===== src/include/ttc_pkg.sv =====
// package: constants and types for the triple timer counter unit
`default_nettype none
package ttc_pkg;
  // ------------------------------------------------------------
  // register addresses
  // ------------------------------------------------------------
  localparam logic [7:0] ADDR_TCTRL  = 8'h88;
  localparam logic [7:0] ADDR_TMODE  = 8'h89;
  localparam logic [7:0] ADDR_C0_LO  = 8'h8a;
  localparam logic [7:0] ADDR_TL1    = 8'h8b;
  localparam logic [7:0] ADDR_C0_HI  = 8'h8c;
  localparam logic [7:0] ADDR_TH1    = 8'h8d;
  localparam logic [7:0] ADDR_T2CTRL = 8'hc8;
  localparam logic [7:0] ADDR_RLD_LO = 8'hca;
  localparam logic [7:0] ADDR_RLD_HI = 8'hcb;
  localparam logic [7:0] ADDR_C2_LO  = 8'hcc;
  localparam logic [7:0] ADDR_C2_HI  = 8'hcd;
  // ------------------------------------------------------------
  // field positions and reset values
  // ------------------------------------------------------------
  localparam int TC_OV1 = 7;
  localparam int TC_RN1 = 6;
  localparam int TC_OV0 = 5;
  localparam int TC_RN0 = 4;
  localparam int TM_GATE = 3;
  localparam int TM_CT   = 2;
  localparam int TM_HALF = 4;
  localparam int C2_TF  = 7;
  localparam int C2_EXF = 6;
  localparam int C2_RCK = 5;
  localparam int C2_TCK = 4;
  localparam int C2_EXE = 3;
  localparam int C2_TR  = 2;
  localparam int C2_CNT = 1;
  localparam int C2_CAP = 0;
  localparam logic [7:0] RST_BYTE  = 8'h00;
  localparam logic [7:0] BYTE_ONES = 8'hff;
  localparam logic [4:0] PRE_ONES  = 5'h1f;
  // ------------------------------------------------------------
  // modes and timing
  // ------------------------------------------------------------
  localparam logic [1:0] MODE_13B   = 2'h0;
  localparam logic [1:0] MODE_16B   = 2'h1;
  localparam logic [1:0] MODE_RELD  = 2'h2;
  localparam logic [1:0] MODE_SPLIT = 2'h3;
  localparam logic [3:0] MCYC_DIV   = 4'hc;
  localparam logic [3:0] MCYC_LAST  = MCYC_DIV - 4'h1;
  // ------------------------------------------------------------
  // types
  // ------------------------------------------------------------
  typedef struct packed {
    logic [7:0] addr;
    logic       wr;
    logic [7:0] wdata;
  } ttc_sfr_req_t;
  typedef struct packed {
    logic [7:0] hi;
    logic [7:0] lo;
    logic       ovf;
  } ttc_cnt_t;
endpackage : ttc_pkg
`default_nettype wire


===== src/design/ttc_top.sv =====
// design: three timer/counters behind special function registers
// ------------------------------------------------------------
// What this block does
// 13-bit count: high byte plus five low
// 13-bit mode: divide-by-32 prescale then eight bits
// wrap to zero sets overflow flag
// count only while run and gate allows
// setting run keeps the present count
// mode 1 uses all 16 bits
// mode 2: low byte reloads from high
// timer 1 in mode 3 holds count
// split low byte uses timer 0 controls
// split high byte: machine cycles, timer 1 bits
// timer 1 runs via mode, still baud source
// timer 2 flag set unless serial clocking
// trigger flag set on enabled falling edge
// receive clock from timer 2 or 1
// transmit clock from timer 2 or 1
// trigger enable gates capture or reload
// timer 2 run bit starts and stops
// timer 2 counts pin or core clock
// select capture or autoreload on trigger
// serial clocking forces autoreload on overflow
// autoreload copies reload pair into count
// capture copies count into reload pair
// interrupt entry clears timers 0/1 flags
// mode register: two-bit mode, counter select
// ------------------------------------------------------------
`timescale 1ns/100ps
`default_nettype none
module ttc_top (
  input  wire logic                  sys_clk_i,
  input  wire logic                  rstn_i,
  input  wire ttc_pkg::ttc_sfr_req_t sfr_req_i,
  input  wire logic                  ext_interrupt0_pin_i,
  input  wire logic                  ext_interrupt1_pin_i,
  input  wire logic                  timer0_count_pin_i,
  input  wire logic                  timer1_count_pin_i,
  input  wire logic                  timer2_count_pin_i,
  input  wire logic                  timer2_trigger_pin_i,
  input  wire logic                  timer0_int_ack_i,
  input  wire logic                  timer1_int_ack_i,
  output logic [7:0]                 sfr_rdata_o,
  output logic                       timer0_overflow_flag_o,
  output logic                       timer1_overflow_flag_o,
  output logic                       timer2_overflow_flag_o,
  output logic                       timer2_trigger_flag_o,
  output logic                       serial_rx_clock_o,
  output logic                       serial_tx_clock_o
);
  // ------------------------------------------------------------
  // helpers
  // ------------------------------------------------------------
  function automatic logic wr_hit(input ttc_pkg::ttc_sfr_req_t req, input logic [7:0] adr);
    wr_hit = req.wr && (req.addr == adr);
  endfunction : wr_hit

  // one count step for modes 0..3 (mode 3: low byte only)
  function automatic ttc_pkg::ttc_cnt_t step(input logic [1:0] md, input logic [7:0] hi,
                                             input logic [7:0] lo);
    ttc_pkg::ttc_cnt_t r;
    r.hi  = hi;
    r.lo  = lo;
    r.ovf = 1'b0;
    case (md)
      ttc_pkg::MODE_13B: begin
        r.lo[4:0] = lo[4:0] + 5'h01;
        if (lo[4:0] == ttc_pkg::PRE_ONES) begin
          r.hi  = hi + 8'h01;
          r.ovf = (hi == ttc_pkg::BYTE_ONES);
        end
      end
      ttc_pkg::MODE_16B: begin
        {r.hi, r.lo} = {hi, lo} + 16'h0001;
        r.ovf = ({hi, lo} == {ttc_pkg::BYTE_ONES, ttc_pkg::BYTE_ONES});
      end
      ttc_pkg::MODE_RELD: begin
        r.ovf = (lo == ttc_pkg::BYTE_ONES);
        r.lo  = r.ovf ? hi : lo + 8'h01;
      end
      default: begin
        r.lo  = lo + 8'h01;
        r.ovf = (lo == ttc_pkg::BYTE_ONES);
      end
    endcase
    return r;
  endfunction : step

  // ------------------------------------------------------------
  // registers
  // ------------------------------------------------------------
  logic [7:0] tctrl_r;
  logic [7:0] tmode_r;
  logic [7:0] c0_lo_r;
  logic [7:0] c0_hi_r;
  logic [7:0] tl1_r;
  logic [7:0] th1_r;
  logic [7:0] t2ctrl_r;
  logic [7:0] rld_lo_r;
  logic [7:0] rld_hi_r;
  logic [7:0] c2_lo_r;
  logic [7:0] c2_hi_r;
  logic [3:0] mcyc_cnt_r;
  logic       mcyc_en_r;
  logic [3:0] pin_prev_r;

  // ------------------------------------------------------------
  // machine cycle divider and pin edges
  // ------------------------------------------------------------
  always_ff @(posedge sys_clk_i or negedge rstn_i) begin
    if (!rstn_i) begin
      mcyc_cnt_r <= '0;
      mcyc_en_r  <= 1'b0;
    end else begin
      mcyc_en_r  <= (mcyc_cnt_r == ttc_pkg::MCYC_LAST);
      mcyc_cnt_r <= (mcyc_cnt_r == ttc_pkg::MCYC_LAST) ? 4'h0 : mcyc_cnt_r + 4'h1;
    end
  end

  logic [3:0] pin_now;
  logic [3:0] pin_fall;
  assign pin_now  = {timer2_trigger_pin_i, timer2_count_pin_i, timer1_count_pin_i, timer0_count_pin_i};
  assign pin_fall = pin_prev_r & ~pin_now;

  always_ff @(posedge sys_clk_i or negedge rstn_i) begin
    if (!rstn_i) begin
      pin_prev_r <= '0;
    end else begin
      pin_prev_r <= pin_now;
    end
  end

  // ------------------------------------------------------------
  // timer 0 and 1 enables
  // ------------------------------------------------------------
  logic [1:0] md0;
  logic [1:0] md1;
  logic       split;
  logic       en0;
  logic       en1;
  logic       en0h;
  assign md0   = tmode_r[1:0];
  assign md1   = tmode_r[ttc_pkg::TM_HALF+1:ttc_pkg::TM_HALF];
  assign split = (md0 == ttc_pkg::MODE_SPLIT);
  assign en0   = tctrl_r[ttc_pkg::TC_RN0]
               && (!tmode_r[ttc_pkg::TM_GATE] || ext_interrupt0_pin_i)
               && (tmode_r[ttc_pkg::TM_CT] ? pin_fall[0] : mcyc_en_r);
  assign en1   = (split || tctrl_r[ttc_pkg::TC_RN1])
               && (!tmode_r[ttc_pkg::TM_HALF+ttc_pkg::TM_GATE] || ext_interrupt1_pin_i)
               && (tmode_r[ttc_pkg::TM_HALF+ttc_pkg::TM_CT] ? pin_fall[1] : mcyc_en_r)
               && (md1 != ttc_pkg::MODE_SPLIT);
  assign en0h  = split && tctrl_r[ttc_pkg::TC_RN1] && mcyc_en_r;

  ttc_pkg::ttc_cnt_t nx0;
  ttc_pkg::ttc_cnt_t nx1;
  logic              ovf0;
  logic              ovf0h;
  logic              ovf1;
  assign nx0   = step(md0, c0_hi_r, c0_lo_r);
  assign nx1   = step(md1, th1_r, tl1_r);
  assign ovf0  = en0 && nx0.ovf;
  assign ovf0h = en0h && (c0_hi_r == ttc_pkg::BYTE_ONES);
  assign ovf1  = en1 && nx1.ovf;

  // ------------------------------------------------------------
  // timer 0 count
  // ------------------------------------------------------------
  always_ff @(posedge sys_clk_i or negedge rstn_i) begin
    if (!rstn_i) begin
      c0_lo_r <= ttc_pkg::RST_BYTE;
      c0_hi_r <= ttc_pkg::RST_BYTE;
    end else begin
      if (wr_hit(sfr_req_i, ttc_pkg::ADDR_C0_LO)) begin
        c0_lo_r <= sfr_req_i.wdata;
      end else if (en0) begin
        c0_lo_r <= nx0.lo;
      end
      if (wr_hit(sfr_req_i, ttc_pkg::ADDR_C0_HI)) begin
        c0_hi_r <= sfr_req_i.wdata;
      end else if (en0h) begin
        c0_hi_r <= c0_hi_r + 8'h01;
      end else if (en0 && !split) begin
        c0_hi_r <= nx0.hi;
      end
    end
  end

  // ------------------------------------------------------------
  // timer 1 count
  // ------------------------------------------------------------
  always_ff @(posedge sys_clk_i or negedge rstn_i) begin
    if (!rstn_i) begin
      tl1_r <= ttc_pkg::RST_BYTE;
      th1_r <= ttc_pkg::RST_BYTE;
    end else begin
      if (wr_hit(sfr_req_i, ttc_pkg::ADDR_TL1)) begin
        tl1_r <= sfr_req_i.wdata;
      end else if (en1) begin
        tl1_r <= nx1.lo;
      end
      if (wr_hit(sfr_req_i, ttc_pkg::ADDR_TH1)) begin
        th1_r <= sfr_req_i.wdata;
      end else if (en1) begin
        th1_r <= nx1.hi;
      end
    end
  end

  // ------------------------------------------------------------
  // control and mode registers, timer 0/1 flags
  // ------------------------------------------------------------
  logic set_tf0;
  logic set_tf1;
  assign set_tf0 = ovf0;
  assign set_tf1 = split ? ovf0h : ovf1;

  always_ff @(posedge sys_clk_i or negedge rstn_i) begin
    if (!rstn_i) begin
      tctrl_r <= ttc_pkg::RST_BYTE;
    end else begin
      if (wr_hit(sfr_req_i, ttc_pkg::ADDR_TCTRL)) begin
        tctrl_r <= sfr_req_i.wdata;
      end
      if (timer0_int_ack_i) begin
        tctrl_r[ttc_pkg::TC_OV0] <= 1'b0;
      end
      if (timer1_int_ack_i) begin
        tctrl_r[ttc_pkg::TC_OV1] <= 1'b0;
      end
      if (set_tf0) begin
        tctrl_r[ttc_pkg::TC_OV0] <= 1'b1;
      end
      if (set_tf1) begin
        tctrl_r[ttc_pkg::TC_OV1] <= 1'b1;
      end
    end
  end

  always_ff @(posedge sys_clk_i or negedge rstn_i) begin
    if (!rstn_i) begin
      tmode_r <= ttc_pkg::RST_BYTE;
    end else if (wr_hit(sfr_req_i, ttc_pkg::ADDR_TMODE)) begin
      tmode_r <= sfr_req_i.wdata;
    end
  end

  // ------------------------------------------------------------
  // timer 2
  // ------------------------------------------------------------
  logic baud;
  logic en2;
  logic ovf2;
  logic trig;
  logic do_cap;
  logic do_rld;
  assign baud   = t2ctrl_r[ttc_pkg::C2_RCK] || t2ctrl_r[ttc_pkg::C2_TCK];
  assign en2    = t2ctrl_r[ttc_pkg::C2_TR]
               && (t2ctrl_r[ttc_pkg::C2_CNT] ? pin_fall[2] : 1'b1);
  assign ovf2   = en2 && ({c2_hi_r, c2_lo_r} == {ttc_pkg::BYTE_ONES, ttc_pkg::BYTE_ONES});
  assign trig   = t2ctrl_r[ttc_pkg::C2_EXE] && pin_fall[3];
  assign do_cap = trig && !baud && t2ctrl_r[ttc_pkg::C2_CAP];
  assign do_rld = (ovf2 && (baud || !t2ctrl_r[ttc_pkg::C2_CAP]))
               || (trig && !baud && !t2ctrl_r[ttc_pkg::C2_CAP]);

  always_ff @(posedge sys_clk_i or negedge rstn_i) begin
    if (!rstn_i) begin
      c2_lo_r <= ttc_pkg::RST_BYTE;
      c2_hi_r <= ttc_pkg::RST_BYTE;
    end else begin
      if (wr_hit(sfr_req_i, ttc_pkg::ADDR_C2_LO)) begin
        c2_lo_r <= sfr_req_i.wdata;
      end else if (do_rld) begin
        c2_lo_r <= rld_lo_r;
      end else if (en2) begin
        c2_lo_r <= c2_lo_r + 8'h01;
      end
      if (wr_hit(sfr_req_i, ttc_pkg::ADDR_C2_HI)) begin
        c2_hi_r <= sfr_req_i.wdata;
      end else if (do_rld) begin
        c2_hi_r <= rld_hi_r;
      end else if (en2 && (c2_lo_r == ttc_pkg::BYTE_ONES)) begin
        c2_hi_r <= c2_hi_r + 8'h01;
      end
    end
  end

  always_ff @(posedge sys_clk_i or negedge rstn_i) begin
    if (!rstn_i) begin
      rld_lo_r <= ttc_pkg::RST_BYTE;
      rld_hi_r <= ttc_pkg::RST_BYTE;
    end else begin
      if (wr_hit(sfr_req_i, ttc_pkg::ADDR_RLD_LO)) begin
        rld_lo_r <= sfr_req_i.wdata;
      end else if (do_cap) begin
        rld_lo_r <= c2_lo_r;
      end
      if (wr_hit(sfr_req_i, ttc_pkg::ADDR_RLD_HI)) begin
        rld_hi_r <= sfr_req_i.wdata;
      end else if (do_cap) begin
        rld_hi_r <= c2_hi_r;
      end
    end
  end

  always_ff @(posedge sys_clk_i or negedge rstn_i) begin
    if (!rstn_i) begin
      t2ctrl_r <= ttc_pkg::RST_BYTE;
    end else begin
      if (wr_hit(sfr_req_i, ttc_pkg::ADDR_T2CTRL)) begin
        t2ctrl_r <= sfr_req_i.wdata;
      end
      if (ovf2 && !baud) begin
        t2ctrl_r[ttc_pkg::C2_TF] <= 1'b1;
      end
      if (trig) begin
        t2ctrl_r[ttc_pkg::C2_EXF] <= 1'b1;
      end
    end
  end

  // ------------------------------------------------------------
  // serial clock routing and flag outputs
  // ------------------------------------------------------------
  always_ff @(posedge sys_clk_i or negedge rstn_i) begin
    if (!rstn_i) begin
      serial_rx_clock_o <= 1'b0;
      serial_tx_clock_o <= 1'b0;
    end else begin
      serial_rx_clock_o <= t2ctrl_r[ttc_pkg::C2_RCK] ? ovf2 : ovf1;
      serial_tx_clock_o <= t2ctrl_r[ttc_pkg::C2_TCK] ? ovf2 : ovf1;
    end
  end

  assign timer0_overflow_flag_o = tctrl_r[ttc_pkg::TC_OV0];
  assign timer1_overflow_flag_o = tctrl_r[ttc_pkg::TC_OV1];
  assign timer2_overflow_flag_o = t2ctrl_r[ttc_pkg::C2_TF];
  assign timer2_trigger_flag_o  = t2ctrl_r[ttc_pkg::C2_EXF];

  // ------------------------------------------------------------
  // read data
  // ------------------------------------------------------------
  always_ff @(posedge sys_clk_i or negedge rstn_i) begin
    if (!rstn_i) begin
      sfr_rdata_o <= ttc_pkg::RST_BYTE;
    end else begin
      case (sfr_req_i.addr)
        ttc_pkg::ADDR_TCTRL:  sfr_rdata_o <= tctrl_r;
        ttc_pkg::ADDR_TMODE:  sfr_rdata_o <= tmode_r;
        ttc_pkg::ADDR_C0_LO:  sfr_rdata_o <= c0_lo_r;
        ttc_pkg::ADDR_C0_HI:  sfr_rdata_o <= c0_hi_r;
        ttc_pkg::ADDR_TL1:    sfr_rdata_o <= tl1_r;
        ttc_pkg::ADDR_TH1:    sfr_rdata_o <= th1_r;
        ttc_pkg::ADDR_T2CTRL: sfr_rdata_o <= t2ctrl_r;
        ttc_pkg::ADDR_RLD_LO: sfr_rdata_o <= rld_lo_r;
        ttc_pkg::ADDR_RLD_HI: sfr_rdata_o <= rld_hi_r;
        ttc_pkg::ADDR_C2_LO:  sfr_rdata_o <= c2_lo_r;
        ttc_pkg::ADDR_C2_HI:  sfr_rdata_o <= c2_hi_r;
        default:              sfr_rdata_o <= ttc_pkg::RST_BYTE;
      endcase
    end
  end
endmodule : ttc_top
`default_nettype wire


===== config.mk =====
export PLATFORM = sky130hd
export DESIGN_NAME = ttc_top
export DESIGN_NICKNAME = d
export VERILOG_FILES = /design/src/include/ttc_pkg.sv /design/src/design/ttc_top.sv
export SDC_FILE = /design/constraint.sdc
export NUM_CORES = 1
export LEC_CHECK = 0
export ABC_CLOCK_PERIOD_IN_PS = 4600
export BUFFER_PORTS_ARGS = -buffer_cell sky130_fd_sc_hd__buf_2
export CAP_MARGIN = 20
export CORE_MARGIN = 1
export CORE_UTILIZATION = 30
export DETAILED_ROUTE_END_ITERATION = 8
export PLACE_DENSITY = 0.45
export SLEW_MARGIN = 20
export SYNTH_ARGS = -nofsm -noshare
export SYNTH_HDL_FRONTEND = slang
export SYNTH_SLANG_ARGS = --single-unit

===== constraint.sdc =====
create_clock -name sys_clk_i -period 4.6 [get_ports sys_clk_i]
set_clock_uncertainty 0.15 [all_clocks]
set_input_delay 0.69 -clock sys_clk_i [delete_from_list [all_inputs] [get_ports sys_clk_i]]
set_output_delay 0.69 -clock sys_clk_i [all_outputs]
set_load 0.02 [all_outputs]

=== Word level (Yosys, flattened, before mapping) ===
Index checks and enable logic that the tools add are counted.

* Word-level logic and storage cells: 177
* Output and inout port bits: 14
* Input bits: 27
* Register bits after elaboration: 107

* Equal/unequal tests: 32
* Multiplexer cells: 47
* Bitwise gates (word level): 2
* Reductions and logical operators: 62
* Add/subtract/negate cells: 11

{| class="wikitable"
|+ Operators with widths
! kind !! count
|-
| 2-to-1 mux 8 bit || 25
|-
| equality test 8 bit, second input constant || 16
|-
| one-hot mux 8 bit (11 select lines) || 1
|-
| adder 8 x 1 -> 8 bit, second input constant || 6
|-
| equality test 16 bit, second input constant || 3
|-
| one-hot mux 6 bit (3 select lines) || 2
|-
| adder 16 x 1 -> 16 bit, second input constant || 2
|-
| one-hot mux 8 bit (2 select lines) || 2
|-
| logical AND 1 bit || 31
|-
| one-hot mux 3 bit (3 select lines) || 2
|-
| nonzero test 3 bit || 6
|-
| 2-to-1 mux 1 bit || 14
|-
| nonzero test 2 bit || 7
|-
| adder 5 x 1 -> 5 bit, second input constant || 2
|-
| equality test 5 bit, second input constant || 2
|-
| equality test 2 bit, second input constant || 3
|-
| logical OR 1 bit || 6
|-
| inequality test 2 bit, second input constant || 3
|-
| AND reduction 3 bit || 2
|-
| logical NOT 1 bit || 5
|-
| adder 4 x 1 -> 4 bit, second input constant || 1
|-
| bitwise AND 4 bit || 1
|-
| equality test 2 x 1 -> 1 bit, second input constant || 2
|-
| equality test 4 bit, second input constant || 1
|-
| other kinds (7) || 9
|}

=== Logic depth before layout (Yosys ltp) ===
* Word-level depth: 9
* Mapped depth: 8
* Gate-level depth less buffers: 8

=== Worst setup path before layout ===
OpenSTA, ideal clock, no wires.

* Kind: input port to flip-flop
* Start point: input timer2_trigger_pin_i
* End point: register c2_hi_r[6]
* Path slack: 2.252 ns
* Required time: 4.305 ns
* Path buffers: 0
* Setup time: 0.145 ns
* Arrival time: 2.053 ns
* Stages: 5
* Path through: nand3b_1 -> nor4_1 -> a21oi_1 -> a221oi_1 -> a22oi_1

* Longest elaborated chain between the ends: 8
* Elaborated cells on any way between the ends: 9
* Classes of those cells: mux (2); bitwise (2); reduce/logical (5)

{| class="wikitable"
|+ RTL lines
! what !! line !! RTL
|-
| start: declaration || ttc_top.sv:40 || <nowiki>input wire logic timer2_trigger_pin_i,</nowiki>
|-
| inverter 4 bit (*) || ttc_top.sv:123 || <nowiki>assign pin_fall = pin_prev_r & ~pin_now;</nowiki>
|-
| bitwise AND 4 bit (*) || ttc_top.sv:123 ||
|-
| logical AND 1 bit (*) || ttc_top.sv:260 || <nowiki>assign trig = t2ctrl_r[ttc_pkg::C2_EXE] && pin_fall[3];</nowiki>
|-
| logical AND 1 bit (*) (2 in series) || ttc_top.sv:263 || <nowiki>|| (trig && !baud && !t2ctrl_r[ttc_pkg::C2_CAP]);</nowiki>
|-
| logical OR 1 bit (*) || ttc_top.sv:263 ||
|-
| 2-to-1 mux 8 bit || ttc_top.sv:279 || <nowiki>end else if (do_rld) begin</nowiki>
|-
| 2-to-1 mux 8 bit || ttc_top.sv:277 || <nowiki>if (wr_hit(sfr_req_i, ttc_pkg::ADDR_C2_HI)) begin</nowiki>
|-
| end signal: assignment || ttc_top.sv:278 || <nowiki>c2_hi_r <= sfr_req_i.wdata;</nowiki>
|-
| end signal: assignment || ttc_top.sv:280 || <nowiki>c2_hi_r <= rld_hi_r;</nowiki>
|-
| end signal: assignment || ttc_top.sv:282 || <nowiki>c2_hi_r <= c2_hi_r + 8'h01;</nowiki>
|-
| end: declaration || ttc_top.sv:102 || <nowiki>logic [7:0] c2_hi_r;</nowiki>
|}

Mark *: on every way between the ends. The rest lies on a longest branch, timed or not.
A chain may end at the register's enable or synchronous reset.

=== Worst setup path in the final report ===
* Start point: register tl1_r[0]
* End point: register th1_r[5]

* Longest elaborated chain between the ends: 4
* Elaborated cells on any way between the ends: 7
* Classes of those cells: add/sub (1); eq/ne (2); mux (3); reduce/logical (1)

{| class="wikitable"
|+ RTL lines
! what !! line !! RTL
|-
| start: declaration || ttc_top.sv:96 || <nowiki>logic [7:0] tl1_r;</nowiki>
|-
| start signal: assignment || ttc_top.sv:193 || <nowiki>tl1_r <= ttc_pkg::RST_BYTE;</nowiki>
|-
| start signal: assignment || ttc_top.sv:197 || <nowiki>tl1_r <= sfr_req_i.wdata;</nowiki>
|-
| start signal: assignment || ttc_top.sv:199 || <nowiki>tl1_r <= nx1.lo;</nowiki>
|-
| adder 16 x 1 -> 16 bit || ttc_top.sv:74 || <nowiki>{r.hi, r.lo} = {hi, lo} + 16'h0001;</nowiki>
|-
| one-hot mux 8 bit (2 select lines) || ttc_top.sv:65 || <nowiki>case (md)</nowiki>
|-
| 2-to-1 mux 8 bit || ttc_top.sv:203 || <nowiki>end else if (en1) begin</nowiki>
|-
| 2-to-1 mux 8 bit || ttc_top.sv:201 || <nowiki>if (wr_hit(sfr_req_i, ttc_pkg::ADDR_TH1)) begin</nowiki>
|-
| end signal: assignment || ttc_top.sv:194 || <nowiki>th1_r <= ttc_pkg::RST_BYTE;</nowiki>
|-
| end signal: assignment || ttc_top.sv:202 || <nowiki>th1_r <= sfr_req_i.wdata;</nowiki>
|-
| end signal: assignment || ttc_top.sv:204 || <nowiki>th1_r <= nx1.hi;</nowiki>
|-
| end: declaration || ttc_top.sv:97 || <nowiki>logic [7:0] th1_r;</nowiki>
|}

Parallel ways exist; a longest one is shown, timed or not. The select of a mux whose other input is x is not followed.

==> impl_metrics.toml <==
[critical_path]
required_ns = 4.74
cp.arrival_ns = 2.99
timing.rr.end = "th1_r[5]$_DFFE_PN0P_"
startpoint_type = "flip-flop"
cp_max_fo = 8
r2r_cells = 8
end_kind = "flip-flop"
reg2reg_slack_ns = 1.75
critPathKind = "flip-flop to flip-flop"
timing.rr.start = "tl1_r[0]$_DFFE_PN0P_"

[global_routing]
track_usage = 0.2110
grt_pass1_vias = 6004
grt_max_degree = 41
grt_overflow = 0
grt_antenna_before_repair = 0
grt_pass1_wl_um = 37400

[synthesis]
netlist_top_cells_area = "dfrtp_1, mux2i_1, o21ai_0, nor2_1, nand2_1"
ys_async_sr_fraction = 1.000
ys_seq_elements = 107
synth_top_flop_cell = "dfrtp_1"
synth-edff-count = 0
synth_cells = 745
synth_cell_types = 80
syn_area_mm2 = 0.006868
synth.avg_cell_area_um2 = 9.219
syn-num-nets = 790
ys_seq_area_frac = 0.3899
yosysTopAreaCell = "dfrtp_1"
synth_top_area_frac = 0.3899
yosys_warnings = 0

[finish]
nets = 810
area_delta_synth_final_pct = 10.18
post-route-util = 0.3415
layout_common_cells = "dfrtp_1, nor2_1, nand2_1"
fin_area_mm2 = 0.007567
stdcell_count = 1050
final_common_cell = "dfrtp_1"
drive_gt1_frac = 0.1390
antenna_cells = 0

[power_and_ir_drop]
vdd_ir_drop_max_uv = 158.8
power_density_mw_per_mm2 = 317.0
power_mw = 2.399
power_leakage_nw = 3.132

[timing]
min_period_ns = 2.847
finalSetupTns_ns = 0
period_share = 0.6190
clock.fmax_ghz = 0.3512
slew_violations = 0
fin_worst_hold_slack_ns = 0.09860
rsz0062_at_grt = "no"
worst_pin_slew_ns = 1.171
finalHoldViolCount = 0
setup_viol = 0
fin_ws_ns = 1.753
relSlewSlack = 0.2191

[clocking]
clock-sinks = 107
cts_tree = "done"
post_cts_buffers = 0
clkLatencyLatePin_ns = 0.37
cts_max_level = 3
cts_buffer_depth = 2
clkSlewWorstSetupHoldPaths_ns = 0.08
ctsHoldBuffers = 0
cts_inserted_buffers = 9
postCtsResizedCells = 0
cts-root-buf = "clkbuf_16"

[place]
place_area_mm2 = 0.007289
dp_cells = 1034
gp_congestion = 0.9190
port_buffers = 40
pre_cts_ws_ns = 1.671
post-dp-hpwl_um = 17390

[run]
maxCapViolCount = 0

[route]
route.final.wire_length_um = 24360
avgRoutedWirePerCell_um = 23.20
drt_iter0_drc = 672
ant_nets = 0
vias = 6163
firstDrtPassIters = 6
viasPerCell = 5.870
drc = 0

[hold_path]
hold_path.class = "input pin to asynchronous set/reset pin"

[floorplan]
dieArea_mm2 = 0.02350
die_w_um = 153.3
fp.coreArea_mm2 = 0.02216
initial_core_util = 0.3099
fp-row-count = 54
die_y_um = 153.3
io_pins = 41

[outcome]
outcome = "completed"
==> cells in the mapped netlist (all sizes together), types with 13 or more instances <==
library cell / count
nand3: 37
inv: 15
xor2: 15
clkbuf: 23
nor3: 13
nand4: 20
and3: 14
a31oi: 14
mux2: 20
ha: 18
dfrtp: 107
a21oi: 46
o21ai: 58
a22oi: 18
nor2: 64
mux2i: 41
nand2: 62
buf: 14
==> registers in the layout (all words and copies together), names as in the netlist <==
| signal | flops |
|---|---|
| c0_lo_r | 8 |
| tctrl_r | 8 |
| th1_r | 8 |
| serial_tx_clock_o | 1 |
| pin_prev_r | 4 |
| c2_lo_r | 8 |
| c2_hi_r | 8 |
| mcyc_cnt_r | 4 |
| rld_lo_r | 8 |
| mcyc_en_r | 1 |
| serial_rx_clock_o | 1 |
| t2ctrl_r | 8 |
| tl1_r | 8 |
| tmode_r | 8 |
| c0_hi_r | 8 |
| rld_hi_r | 8 |
| sfr_rdata_o | 8 |
==> metal layers <==
metal | global-route usage | vias to the layer above | wire length [um]
met5 | 0 | - | 0
li1 | - | 2840 | -
met3 | 0.03374 | 35 | 1122
met2 | 0.3386 | 199 | 11290
met4 | 0.05772 | 0 | 480
met1 | 0.2925 | 3089 | 11460
==> critical path, stage by stage (launching register included) <==
cell and delay, ns:
dfrtp_1 0.59, ha_1 0.23, and3_1 0.16, ha_1 0.18
mux2i_1 0.15, a2111oi_4 0.58, nand3_2 0.21, or3_1 0.36
a31oi_1 0.16
==> report_power, final <==
| group | switching, mW | total (mW) | leakage (nW) | internal [mW] |
|---|---|---|---|---|
| clock network | 0.395 | 0.770 | 0.137 | 0.375 |
| registers | 0.190 | 1.23 | 1.36 | 1.04 |
| logic | 0.233 | 0.402 | 1.64 | 0.168 |
| total | 0.819 | 2.40 | 3.13 | 1.58 |
==> cells by family (layout without fill, tap and decap cells) <==
| kind of cell | after synthesis | in the layout | synth area share |
|---|---|---|---|
| buffers and inverters | 54 | 79 | 0.03607 |
| AO/OA/AOI/OAI | 220 | 220 | 0.2179 |
| multiplexers | 61 | 61 | 0.09255 |
| AND/OR/NAND/NOR | 260 | 260 | 0.1989 |
| flip-flops | 107 | 107 | 0.3899 |
| XOR/XNOR | 25 | 25 | 0.03188 |
| adder cells (fa/ha/maj) | 18 | 18 | 0.03279 |
==> area by class of cell <==
cell class / instances / area [um2]
Tap cell: 280 / 350.3
Timing Repair Buffer: 48 / 262.8
Inverter: 15 / 56.30
Clock buffer: 10 / 229.0
Clock inverter: 6 / 48.80
Multi-Input combinational cell: 584 / 3943
Sequential cell: 107 / 2678
Fill cell: 2312 / 14590
==> worst max path at each step <==
stage | start | end | slack [ns] | depth (start not counted)
3_5_place_dp | timer0_count_pin_i | c0_hi_r[3]$_DFFE_PN0P_ | 1.67 | 6
4_1_cts | tl1_r[0]$_DFFE_PN0P_ | th1_r[7]$_DFFE_PN0P_ | 1.79 | 8
2_1_floorplan | timer2_trigger_pin_i | c2_hi_r[6]$_DFFE_PN0P_ | 2.25 | 5
6_report | tl1_r[0]$_DFFE_PN0P_ | th1_r[5]$_DFFE_PN0P_ | 1.75 | 8
3_3_place_gp | timer0_count_pin_i | c0_hi_r[6]$_DFFE_PN0P_ | 1.73 | 6
5_1_grt | tl1_r[0]$_DFFE_PN0P_ | th1_r[5]$_DFFE_PN0P_ | 1.60 | 8
(Power assumes the default switching activity.)
